## src/shared/ddr2_ctl_regs.svh

```systemverilog
// Purpose: register offsets, fields, command codes and counts
// Assumes: byte addresses on a 32-bit Avalon-MM slave
// Notes:   definitions only, included by bare name
`ifndef DDR2_CTL_REGS_SVH
`define DDR2_CTL_REGS_SVH

// ------------------------------------------------------------
// register offsets
// ------------------------------------------------------------
`define REG_CTRL          4'h0
`define REG_ADDR          4'h4
`define REG_CMD           4'h8
`define REG_STATUS        4'hC

// ------------------------------------------------------------
// field positions and reset values
// ------------------------------------------------------------
`define CTRL_ODT_BIT      0
`define CTRL_OCD_BIT      1
`define CTRL_DM_BIT       2
`define CTRL_RST          3'h0
`define AD_COL_MSB        9
`define AD_AP_BIT         10
`define AD_ROW_MSB        13
`define AD_BA_LSB         16
`define AD_BA_MSB         17
`define AD_RST            14'h0000
`define BA_RST            2'h0
`define CMD_FIELD_MSB     3
`define STAT_REFUSED_BIT  9

// ------------------------------------------------------------
// software command codes
// ------------------------------------------------------------
`define CMD_NOP           4'h0
`define CMD_MRS           4'h1
`define CMD_ACT           4'h2
`define CMD_RD            4'h3
`define CMD_RDA           4'h4
`define CMD_WR            4'h5
`define CMD_WRA           4'h6
`define CMD_PRE           4'h7
`define CMD_PREA          4'h8
`define CMD_REF           4'h9
`define CMD_PDE           4'hA
`define CMD_PDX           4'hB
`define CMD_SRE           4'hC
`define CMD_SRX           4'hD

// ------------------------------------------------------------
// pin codes {cs_b, ras_b, cas_b, we_b}
// ------------------------------------------------------------
`define PIN_MRS           4'h0
`define PIN_REF           4'h1
`define PIN_PRE           4'h2
`define PIN_ACT           4'h3
`define PIN_WR            4'h4
`define PIN_RD            4'h5
`define PIN_NOP           4'h7

// ------------------------------------------------------------
// timing counts in clocks and the empty bank mask
// ------------------------------------------------------------
`define TCKE_CYC          8'h03
`define TXSRD_CYC         8'hC8
`define NO_BANKS          4'h0

`endif

```

## src/shared/ddr2_ctl_pkg.sv

```systemverilog
// Purpose: types shared by the controller files
// Assumes: nothing
// Notes:   constants live in ddr2_ctl_regs.svh
package ddr2_ctl_pkg;

	// ------------------------------------------------------------
	// power state mirrored from the memory
	// ------------------------------------------------------------
	typedef enum logic [1:0] {
		PS_STANDBY,
		PS_ACT_PD,
		PS_PRE_PD,
		PS_SELF_REF
	} pwr_t;

	// ------------------------------------------------------------
	// command pin bundle driven each rising edge
	// ------------------------------------------------------------
	typedef struct packed {
		logic        cke;
		logic [3:0]  cmd;
		logic [1:0]  ba;
		logic [13:0] addr;
	} ddr_pins_t;

endpackage

```

## src/core/ddr2_cke_ctl.sv

```systemverilog
// Purpose: host sequencer for memory clock enable and commands
// Assumes: 20 MHz clock, software orders over Avalon-MM
// Notes:   refused orders raise a sticky status flag
//
// How it works
// - power-down entry picks active or precharge kind from open banks
// - only NOP on the pins while clock enable changes for power-down
// - self refresh entry is REFRESH with clock enable low, all banks idle
// - self refresh exit raises clock enable with NOP on the pins
// - only NOP on the pins until the exit interval has passed
// - no READ until 200 clocks after self refresh exit
// - no power-down or self refresh while bursts or setup still run
// - hold clock enable for three registered edges after each change
// - leave power-down automatically before refresh is due
// - keep clock enable high during driver calibration mode
// - drive termination pin at a valid level, low in self refresh
// - mode register set only with banks idle, then wait before next
// - activate only a closed bank; precharge before another row
// - refuse any order that would give an illegal pin sequence
`timescale 1ns/100ps
`include "ddr2_ctl_regs.svh"
module ddr2_cke_ctl
	import ddr2_ctl_pkg::*;
#(
	parameter int unsigned XSNR_CYC   = 8,
	parameter int unsigned MRD_CYC    = 2,
	parameter int unsigned OP_CYC     = 8,
	parameter int unsigned PD_MAX_CYC = 150
) (
	input  wire logic        I_CLK,
	input  wire logic        I_RST_B,
	input  wire logic [3:0]  I_AVS_ADDRESS,
	input  wire logic        I_AVS_READ,
	input  wire logic        I_AVS_WRITE,
	input  wire logic [31:0] I_AVS_WRITEDATA,
	input  wire logic [3:0]  I_AVS_BYTEENABLE,
	output logic [31:0]      O_AVS_READDATA,
	output logic             O_AVS_WAITREQUEST,
	output logic             O_CKE,
	output logic             O_CS_B,
	output logic             O_RAS_B,
	output logic             O_CAS_B,
	output logic             O_WE_B,
	output logic [1:0]       O_BA,
	output logic [13:0]      O_ADDR,
	output logic             O_ODT,
	output logic             O_DM
);

	// ------------------------------------------------------------
	// declarations
	// ------------------------------------------------------------
	logic        req;
	logic        ack_q;
	logic        acc;
	logic        wr_ctrl;
	logic        wr_addr;
	logic        wr_stat;
	logic        cmd_wr;
	logic        go;
	logic [3:0]  code;
	logic [2:0]  ctrl_q;
	logic [13:0] addr_q;
	logic [1:0]  ba_q;
	logic [3:0]  last_cmd_q;
	logic [31:0] rd_word;
	logic [31:0] rdata_q;
	ddr_pins_t   pins_q;
	ddr_pins_t   pins_d;
	pwr_t        pwr_q;
	pwr_t        pwr_d;
	logic [3:0]  open_q;
	logic [3:0]  open_d;
	logic        legal;
	logic        exec_ok;
	logic        quiet;
	logic        ref_q;
	logic        busy;
	logic        odt_q;
	logic        dm_q;
	logic [11:0] pd_cnt_q;
	logic        auto_exit;
	logic        ld_cke;
	logic        ld_xsnr;
	logic        ld_xsrd;
	logic        ld_mrd;
	logic        ld_op;
	logic        cke_busy;
	logic        xsnr_busy;
	logic        xsrd_busy;
	logic        mrd_busy;
	logic        op_busy;

	// ------------------------------------------------------------
	// avalon slave: one wait state on every access
	// ------------------------------------------------------------
	assign req               = I_AVS_READ | I_AVS_WRITE;
	assign O_AVS_WAITREQUEST = req & ~ack_q;
	assign acc               = req & ack_q;
	assign wr_ctrl = acc & I_AVS_WRITE & (I_AVS_ADDRESS == `REG_CTRL);
	assign wr_addr = acc & I_AVS_WRITE & (I_AVS_ADDRESS == `REG_ADDR);
	assign wr_stat = acc & I_AVS_WRITE & (I_AVS_ADDRESS == `REG_STATUS);
	assign cmd_wr  = acc & I_AVS_WRITE & (I_AVS_ADDRESS == `REG_CMD)
		& I_AVS_BYTEENABLE[0];

	// ack pulses on the second cycle of a held request
	always_ff @(posedge I_CLK or negedge I_RST_B) begin
		if (!I_RST_B) begin
			ack_q <= 1'b0;
		end else begin
			ack_q <= req & ~ack_q;
		end
	end

	// control and address registers, byte lanes honoured
	always_ff @(posedge I_CLK or negedge I_RST_B) begin
		if (!I_RST_B) begin
			ctrl_q <= `CTRL_RST;
			addr_q <= `AD_RST;
			ba_q   <= `BA_RST;
		end else begin
			if (wr_ctrl && I_AVS_BYTEENABLE[0]) begin
				ctrl_q <= I_AVS_WRITEDATA[`CTRL_DM_BIT:0];
			end
			if (wr_addr && I_AVS_BYTEENABLE[0]) begin
				addr_q[7:0] <= I_AVS_WRITEDATA[7:0];
			end
			if (wr_addr && I_AVS_BYTEENABLE[1]) begin
				addr_q[`AD_ROW_MSB:8] <= I_AVS_WRITEDATA[`AD_ROW_MSB:8];
			end
			if (wr_addr && I_AVS_BYTEENABLE[2]) begin
				ba_q <= I_AVS_WRITEDATA[`AD_BA_MSB:`AD_BA_LSB];
			end
		end
	end

	// read mux; unmapped offsets read as zero
	always_comb begin
		rd_word = 32'h0000_0000;
		unique case (I_AVS_ADDRESS)
			`REG_CTRL:   rd_word = {29'h0, ctrl_q};
			`REG_ADDR:   rd_word = {14'h0, ba_q, 2'h0, addr_q};
			`REG_CMD:    rd_word = {28'h0, last_cmd_q};
			`REG_STATUS: rd_word = {21'h0, pins_q.cke, ref_q, busy,
				open_q, 2'h0, pwr_q};
			default:     rd_word = 32'h0000_0000;
		endcase
	end

	// read data captured the cycle before the ack edge
	always_ff @(posedge I_CLK or negedge I_RST_B) begin
		if (!I_RST_B) begin
			rdata_q <= 32'h0000_0000;
		end else if (I_AVS_READ && !ack_q) begin
			rdata_q <= rd_word;
		end
	end
	assign O_AVS_READDATA = rdata_q;

	// ------------------------------------------------------------
	// interval timers
	// ------------------------------------------------------------
	ddr2_cyc_timer #(.W(8)) u_cke_t (.i_clk(I_CLK), .i_rst_b(I_RST_B),
		.i_load(ld_cke), .i_count(`TCKE_CYC), .o_busy(cke_busy));
	ddr2_cyc_timer #(.W(8)) u_xsnr_t (.i_clk(I_CLK), .i_rst_b(I_RST_B),
		.i_load(ld_xsnr), .i_count(8'(XSNR_CYC)), .o_busy(xsnr_busy));
	ddr2_cyc_timer #(.W(8)) u_xsrd_t (.i_clk(I_CLK), .i_rst_b(I_RST_B),
		.i_load(ld_xsrd), .i_count(`TXSRD_CYC), .o_busy(xsrd_busy));
	ddr2_cyc_timer #(.W(8)) u_mrd_t (.i_clk(I_CLK), .i_rst_b(I_RST_B),
		.i_load(ld_mrd), .i_count(8'(MRD_CYC)), .o_busy(mrd_busy));
	ddr2_cyc_timer #(.W(8)) u_op_t (.i_clk(I_CLK), .i_rst_b(I_RST_B),
		.i_load(ld_op), .i_count(8'(OP_CYC)), .o_busy(op_busy));

	assign busy = cke_busy | xsnr_busy | mrd_busy | op_busy;

	// forced exit - no refresh happens in power-down
	assign auto_exit = ((pwr_q == PS_ACT_PD) || (pwr_q == PS_PRE_PD))
		&& (pd_cnt_q >= 12'(PD_MAX_CYC)) && !cke_busy;
	assign go   = cmd_wr | auto_exit;
	assign code = cmd_wr ? I_AVS_WRITEDATA[`CMD_FIELD_MSB:0] : `CMD_PDX;

	// ------------------------------------------------------------
	// order decode: legality and next pin state
	// ------------------------------------------------------------
	always_comb begin
		legal   = 1'b0;
		pwr_d   = pwr_q;
		open_d  = open_q;
		ld_cke  = 1'b0;
		ld_xsnr = 1'b0;
		ld_xsrd = 1'b0;
		ld_mrd  = 1'b0;
		ld_op   = 1'b0;
		// idle pins - NOP starts nothing
		pins_d  = '{cke: pins_q.cke, cmd: `PIN_NOP, ba: pins_q.ba,
			addr: pins_q.addr};
		// exit interval - nothing executable yet
		exec_ok = (pwr_q == PS_STANDBY) && !xsnr_busy && !mrd_busy;
		// quiet check - no burst, setup or cke hold pending
		// calibration guard - keeps clock enable high
		quiet   = !op_busy && !mrd_busy && !cke_busy && !xsnr_busy
			&& !ctrl_q[`CTRL_OCD_BIT] && (pwr_q == PS_STANDBY);
		if (go) begin
			// refusal default - unknown orders do nothing
			unique case (code)
				`CMD_NOP: begin
					legal = 1'b1;
				end
				// mode load - bank picks register
				// mode set guard - idle banks, then wait
				`CMD_MRS: begin
					if (exec_ok && open_q == `NO_BANKS && !op_busy) begin
						legal       = 1'b1;
						pins_d.cmd  = `PIN_MRS;
						pins_d.ba   = ba_q;
						pins_d.addr = addr_q;
						ld_mrd      = 1'b1;
					end
				end
				// activate guard - bank must be closed
				`CMD_ACT: begin
					if (exec_ok && !open_q[ba_q]) begin
						legal          = 1'b1;
						pins_d.cmd     = `PIN_ACT;
						pins_d.ba      = ba_q;
						pins_d.addr    = addr_q;
						open_d[ba_q]   = 1'b1;
					end
				end
				// read fields - column and A10 flag
				// read delay after self refresh exit
				// early column - no activate wait here
				`CMD_RD, `CMD_RDA, `CMD_WR, `CMD_WRA: begin
					if (exec_ok && open_q[ba_q] && !(xsrd_busy &&
						(code == `CMD_RD || code == `CMD_RDA))) begin
						legal       = 1'b1;
						pins_d.cmd  = (code == `CMD_RD || code == `CMD_RDA)
							? `PIN_RD : `PIN_WR;
						pins_d.ba   = ba_q;
						pins_d.addr = `AD_RST;
						pins_d.addr[`AD_COL_MSB:0] = addr_q[`AD_COL_MSB:0];
						pins_d.addr[`AD_AP_BIT] =
							(code == `CMD_RDA) || (code == `CMD_WRA);
						// auto precharge - row counts closed
						if (pins_d.addr[`AD_AP_BIT]) begin
							open_d[ba_q] = 1'b0;
						end
						ld_op = 1'b1;
					end
				end
				`CMD_PRE, `CMD_PREA: begin
					if (exec_ok) begin
						legal       = 1'b1;
						pins_d.cmd  = `PIN_PRE;
						pins_d.ba   = ba_q;
						pins_d.addr = `AD_RST;
						pins_d.addr[`AD_AP_BIT] = (code == `CMD_PREA);
						if (code == `CMD_PREA) begin
							open_d = `NO_BANKS;
						end else begin
							open_d[ba_q] = 1'b0;
						end
						ld_op = 1'b1;
					end
				end
				`CMD_REF: begin
					if (exec_ok && open_q == `NO_BANKS && !op_busy) begin
						legal      = 1'b1;
						pins_d.cmd = `PIN_REF;
						ld_op      = 1'b1;
					end
				end
				`CMD_PDE: begin
					if (quiet) begin
						legal      = 1'b1;
						pins_d.cke = 1'b0;
						pwr_d      = (open_q != `NO_BANKS)
							? PS_ACT_PD : PS_PRE_PD;
						ld_cke     = 1'b1;
					end
				end
				// cke hold - no change before three edges
				`CMD_PDX: begin
					if ((pwr_q == PS_ACT_PD || pwr_q == PS_PRE_PD)
						&& !cke_busy) begin
						legal      = 1'b1;
						pins_d.cke = 1'b1;
						pwr_d      = PS_STANDBY;
						ld_cke     = 1'b1;
					end
				end
				// self refresh entry - idle banks, REF, cke low
				`CMD_SRE: begin
					if (quiet && open_q == `NO_BANKS) begin
						legal      = 1'b1;
						pins_d.cke = 1'b0;
						pins_d.cmd = `PIN_REF;
						pwr_d      = PS_SELF_REF;
						ld_cke     = 1'b1;
					end
				end
				// exit with NOP on the pins
				// exit taken as done once cke rises
				`CMD_SRX: begin
					if (pwr_q == PS_SELF_REF && !cke_busy) begin
						legal      = 1'b1;
						pins_d.cke = 1'b1;
						pwr_d      = PS_STANDBY;
						ld_cke     = 1'b1;
						ld_xsnr    = 1'b1;
						ld_xsrd    = 1'b1;
					end
				end
				default: begin
					legal = 1'b0;
				end
			endcase
		end
		if (!legal) begin
			pwr_d  = pwr_q;
			open_d = open_q;
		end
	end

	// pins registered - all change after the edge
	// power mirror - follows the cke edge pair
	always_ff @(posedge I_CLK or negedge I_RST_B) begin
		if (!I_RST_B) begin
			pins_q <= '{cke: 1'b1, cmd: `PIN_NOP, ba: `BA_RST,
				addr: `AD_RST};
			pwr_q  <= PS_STANDBY;
			open_q <= `NO_BANKS;
		end else begin
			pins_q <= pins_d;
			pwr_q  <= pwr_d;
			open_q <= open_d;
		end
	end

	// last order and sticky refusal; a new refusal beats the clear
	always_ff @(posedge I_CLK or negedge I_RST_B) begin
		if (!I_RST_B) begin
			last_cmd_q <= `CMD_NOP;
			ref_q      <= 1'b0;
		end else begin
			if (cmd_wr) begin
				last_cmd_q <= code;
			end
			if (cmd_wr && !legal) begin
				ref_q <= 1'b1;
			end else if (wr_stat && I_AVS_BYTEENABLE[1]
				&& I_AVS_WRITEDATA[`STAT_REFUSED_BIT]) begin
				ref_q <= 1'b0;
			end
		end
	end

	// power-down dwell counter, saturating
	always_ff @(posedge I_CLK or negedge I_RST_B) begin
		if (!I_RST_B) begin
			pd_cnt_q <= 12'h000;
		end else if (pwr_q == PS_ACT_PD || pwr_q == PS_PRE_PD) begin
			if (pd_cnt_q != 12'hFFF) begin
				pd_cnt_q <= pd_cnt_q + 12'h001;
			end
		end else begin
			pd_cnt_q <= 12'h000;
		end
	end

	// termination level - always driven, off in self refresh
	// write mask - high level inhibits byte writes
	always_ff @(posedge I_CLK or negedge I_RST_B) begin
		if (!I_RST_B) begin
			odt_q <= 1'b0;
			dm_q  <= 1'b0;
		end else begin
			odt_q <= ctrl_q[`CTRL_ODT_BIT] && (pwr_d != PS_SELF_REF);
			dm_q  <= ctrl_q[`CTRL_DM_BIT];
		end
	end

	// deselect unused - controller always selects
	assign O_CKE   = pins_q.cke;
	assign O_CS_B  = pins_q.cmd[3];
	assign O_RAS_B = pins_q.cmd[2];
	assign O_CAS_B = pins_q.cmd[1];
	assign O_WE_B  = pins_q.cmd[0];
	assign O_BA    = pins_q.ba;
	assign O_ADDR  = pins_q.addr;
	assign O_ODT   = odt_q;
	assign O_DM    = dm_q;

	// ------------------------------------------------------------
	// assertions
	// ------------------------------------------------------------
	logic [7:0] since_q;
	logic [3:0] ba_hot;
	assign ba_hot = 4'h1 << pins_q.ba;

	// cycles since self refresh exit, saturating
	always_ff @(posedge I_CLK or negedge I_RST_B) begin
		if (!I_RST_B) begin
			since_q <= 8'hFF;
		end else if (pwr_q == PS_SELF_REF && pwr_d == PS_STANDBY) begin
			since_q <= 8'h01;
		end else if (since_q != 8'hFF) begin
			since_q <= since_q + 8'h01;
		end
	end
endmodule

```

## src/core/ddr2_cyc_timer.sv

```systemverilog
// Purpose: loadable down counter, busy while non-zero
// Assumes: load value fits in W bits
// Notes:   busy for exactly i_count cycles after the load edge
`timescale 1ns/100ps
module ddr2_cyc_timer #(
	parameter int W = 8
) (
	input  wire logic         i_clk,
	input  wire logic         i_rst_b,
	input  wire logic         i_load,
	input  wire logic [W-1:0] i_count,
	output logic              o_busy
);

	logic [W-1:0] cnt_q;

	// load wins over the countdown
	always_ff @(posedge i_clk or negedge i_rst_b) begin
		if (!i_rst_b) begin
			cnt_q <= '0;
		end else if (i_load) begin
			cnt_q <= i_count;
		end else if (cnt_q != '0) begin
			cnt_q <= cnt_q - 1'b1;
		end
	end

	assign o_busy = (cnt_q != '0);

endmodule

```

## config.mk

```make
export PLATFORM = sky130hd
export DESIGN_NAME = ddr2_cke_ctl
export DESIGN_NICKNAME = d
export VERILOG_FILES = /design/src/shared/ddr2_ctl_pkg.sv /design/src/core/ddr2_cke_ctl.sv /design/src/core/ddr2_cyc_timer.sv
export VERILOG_INCLUDE_DIRS = /design/src /design/src/shared
export SDC_FILE = /design/constraint.sdc
export NUM_CORES = 1
export LEC_CHECK = 0
export ABC_AREA = 1
export ABC_CLOCK_PERIOD_IN_PS = 4800
export BUFFER_PORTS_ARGS = -buffer_cell sky130_fd_sc_hd__buf_2
export CAP_MARGIN = 20
export CELL_PAD_IN_SITES_DETAIL_PLACEMENT = 0
export CELL_PAD_IN_SITES_GLOBAL_PLACEMENT = 1
export CORE_AREA = 8 8 137 139
export CTS_CLUSTER_SIZE = 20
export DETAILED_ROUTE_END_ITERATION = 12
export DIE_AREA = 0 0 145 147
export PLACE_DENSITY = 0.88
export SETUP_SLACK_MARGIN = 0.3
export SYNTH_ARGS = -nofsm -noshare
export SYNTH_HDL_FRONTEND = slang
export SYNTH_HIERARCHICAL = 1
export SYNTH_SLANG_ARGS = --single-unit
```

## constraint.sdc

```tcl
create_clock -name I_CLK -period 4.8 [get_ports I_CLK]
set_input_delay 1.44 -clock I_CLK [delete_from_list [all_inputs] [get_ports I_CLK]]
set_output_delay 1.44 -clock I_CLK [all_outputs]
set_load 0.1 [all_outputs]
```

==> run summary <==
* **Final Max Slew Viols** 0
* **utilization of the core after routing** 51.49%
* **Final TNS setup** 0 ns
* **via count of the first global-routing pass** 6,311
* **floorplan row count** 48
* **Worst EP arrival** 2.19 ns
* **worst hold start** ctrl_q[2]
* **Worst-Margin Slew** 0.9286 ns
* **Synth async-reset ratio** 100.0%
* **width of the die** 145 um
* **die area** 21,320 um2
* **growth of design area from synthesis to finish** 16.25%
* **Critical Path, Cell by Cell** buf_2 -> nor2_1 -> nor2_1 -> buf_2
* **share of layout cells above drive strength 1** 15.05%
* **y dimension of the die** 147 um
* **worst slack, placed** 0.8381 ns
* **CTS tree** yes
* **mean number of vias per cell** 4.770
* **relative slew slack** 38.09%
* **Cell Pwr Density** 322.7 nW/um2
* **global-route track usage on met1** 22.35%
* **Setup CP Type** in -> out
* **prevailing post-synth register cell** dfrtp_1
* **detailed-route DRC error count** 0
* **total grt overflow** 0
* **detailed-route wire length per cell** 12.99 um
* **Final Cycle Share** 75.66%
* **leading cell types by total area after synthesis** dfrtp_1 (39%), nand2_1 (15%), nand3_1 (6.5%)
* **First-pass DRT Iterations** 5
* **master of the slowest instance on the critical path** buf_2
* **count of H-tree levels built during CTS** 4
* **Mean Syn Cell Area** 7.284 um2
* **finished layout cell area** 8628 um2
* **residual antenna-violating net count after detailed routing** 0
* **leakage component of the power** 4.575 nW
* **worst reg2reg startpoint** u_xsnr_t/cnt_q[0]
* **sequential cell area in the final layout** 3033 um2
* **Inst Count DP** 1,336
* **quantity of I/O buffers inserted on ports** 65
* **ports placed on the boundary** 100
* **non-filler instance count after layout** 1,369
* **distinct cell type count of the synthesized netlist** 42
* **overall via count from detail_route** 6,530
* **number of clock buffers inserted by TritonCTS** 17
* **portion of the post-synthesis area used by sequential elements** 40.86%
* **netlist area before placement** 7422 um2
* **Post-synth EDFFs** 0
* **top achievable clock speed** 0.2754 GHz
* **Placeable Area** 16,760 um2
* **Post-DP Area** 8071 um2
* **class of the tightest hold or removal check** reg -> reg
* **hold slack final** 0.4171 ns
* **Crit Reg-Reg Endpoint** u_cke_t/cnt_q[4]
* **gr busiest metal** met2
* **status** finished, final reports clean
* **category of the worst setup path capture point** output pin
* **multi-input combinational cell area** 3874 um2
* **global-route wire length before repair** 30,330 um
* **total setup buffers inserted after CTS** 0
* **post-cts hold buffer count** 0
* **root buffer cell** clkbuf_16
* **WHS Path Cells** 0
* **final setup margin** 1.168 ns
* **post-synth top area cell** dfrtp_1
* **depth of the critical timing path with buffers and inverters included** 4
* **family with the most delay on the worst path** buffers and inverters
* **RSZ-0062 raised after global routing** no
* **end point of the worst hold path** O_DM
* **Final Power** 2.784 mW
* **post-layout minimum cycle time** 3.632 ns
* **worst reg2reg setup slack** 1.46 ns
* **Clock Latency Late Sink** 0.42 ns
* **Setup Viol. Count Final** 0
* **last weighted congestion value of the routability-driven placer** 0.8299
* **number of max-cap violations** 0
* **Detail Placement HPWL** 13,540 um
* **number of endpoints with negative hold slack in the final report** 0
* **clock sinks** 121
* **Total Routing Usage GR** 17.29%
* **number of filler instances in the final layout** 1,702
* **number of buffer and inverter stages on the critical path** 2
* **starting utilization of the core area** 44.30%
* **crit start category** primary input
* **clock skew after layout** 0.006596 ns
* **count of synthesis-stage warnings from yosys** 6
* **GR Layer Usage met2** 27.92%
* **CTS max path bufs** 2
* **final net count** 1,188
* **clock-pin slew of the registers on the worst-case setup and hold paths** 0.06 ns
* **cell count after synthesis** 1,019
* **cell count of the worst reg-to-reg path** 16
* **Max FO, Critical Path** 4
* **initial antenna violation count** 1
* **grt met3 use** 3.722%
* **Critical Path RT** 3.36 ns
* **stage delay of the slowest cell on the critical path** 0.45 ns
* **maximum number of pins on one net before global-route repair** 75
* **area share of the leading cell type in the synthesized netlist** 39.45%
* **post-cts resize count** 0
* **Starting DRT DRC Count** 376
* **wire length reported by the detailed router** 17,780 um
* **Worst VDD drop** 268.4 uV
* **Synth Register Bits** 121
## sequential cells by signal, indices dropped and copies added (netlist names), 2 cells and up
signal	count
u_xsnr_t/cnt_q	8
u_cke_t/cnt_q	8
O_BA	2
last_cmd_q	4
u_mrd_t/cnt_q	8
ctrl_q	3
pwr_q	2
addr_q	14
u_op_t/cnt_q	8
u_xsrd_t/cnt_q	8
open_q	4
O_ADDR	14
O_AVS_READDATA	16
ba_q	2
pd_cnt_q	12
## final cells by class
| type | instances | share of cell area [%] |
|---|---|---|
| Multi-Input combinational cell | 785 | 44.90 |
| Tap cell | 225 | 3.263 |
| Sequential cell | 121 | 35.15 |
| Timing Repair Buffer | 73 | 4.495 |
| Clock inverter | 14 | 1.334 |
| Antenna cell | 1 | 0.02900 |
| Clock buffer | 18 | 5.090 |
| Inverter | 132 | 5.742 |
## worst max-delay path by stage
stage	from	end	slack [ns]
floorplan	I_AVS_WRITE	O_AVS_WAITREQUEST	0.61
global placement	I_AVS_ADDRESS[0]	u_op_t/cnt_q[5]	0.86
detailed placement	I_AVS_ADDRESS[0]	u_op_t/cnt_q[4]	0.84
CTS	I_AVS_WRITE	O_AVS_WAITREQUEST	1.17
global route	I_AVS_ADDRESS[0]	u_op_t/cnt_q[4]	1.03
finish	I_AVS_WRITE	O_AVS_WAITREQUEST	1.17
## routing by layer
| layer | vias up | share of wire, % |
|---|---|---|
| met2 | 128 | 47 |
| met5 | - | 0 |
| li1 | 3419 | - |
| met3 | 22 | 4.8 |
| met4 | 0 | 1.6 |
| met1 | 2961 | 47 |
## Yosys cell counts, drive strengths merged, types with 3 or more instances
library cell	number
nand2	317
inv	131
dfrtp	117
nor2	117
nand3	103
o21ai	79
a21oi	32
buf	27
nand4	22
ha	14
nor3	13
clkbuf	9
xnor2	5
dfstp	4
mux2	4
o22ai	4
o31ai	3
## logic make-up after synthesis
kind of cell / synth area share, %
AND/OR/NAND/NOR: 36.46
buffers and inverters: 9.727
AO/OA/AOI/OAI: 9.170
flip-flops: 40.86
adder cells (fa/ha/maj): 2.360
XOR/XNOR: 0.7080
multiplexers: 0.6068
other: 0.1012
## worst reg2reg max path, delay by kind of cell (launching register included)
family,cells,cell delay [ns]
simple gates,8,1.40
buf+inv,4,0.73
compound gates,3,0.59
flops,1,0.39
fa+ha+maj,1,0.18
## cell usage in the layout (no fill, tap or decap), types with 4 or more instances in the layout
cell type / instances
a21oi_1: 32
nand2_2: 11
xnor2_1: 5
ha_1: 14
nand2_1: 300
inv_6: 5
nor2_4: 19
nand2_4: 6
o22ai_1: 4
o21ai_0: 64
nor2_1: 93
dfstp_2: 4
clkinv_4: 4
nor2_2: 4
o21ai_1: 10
nand3_4: 5
mux2_2: 4
clkbuf_16: 17
o21ai_2: 5
inv_1: 126
buf_2: 64
nand4_1: 22
dfrtp_1: 117
nand3_1: 96
conb_1: 57
buf_4: 9
inv_2: 5
nor3_1: 12
## report_power, final
group	switching, mW	internal [mW]	leakage, nW
Combinational	0.324	0.106	2.76
Sequential	0.0744	1.10	1.54
Clock	0.498	0.685	0.270
Power figures use the tool's default switching activity.
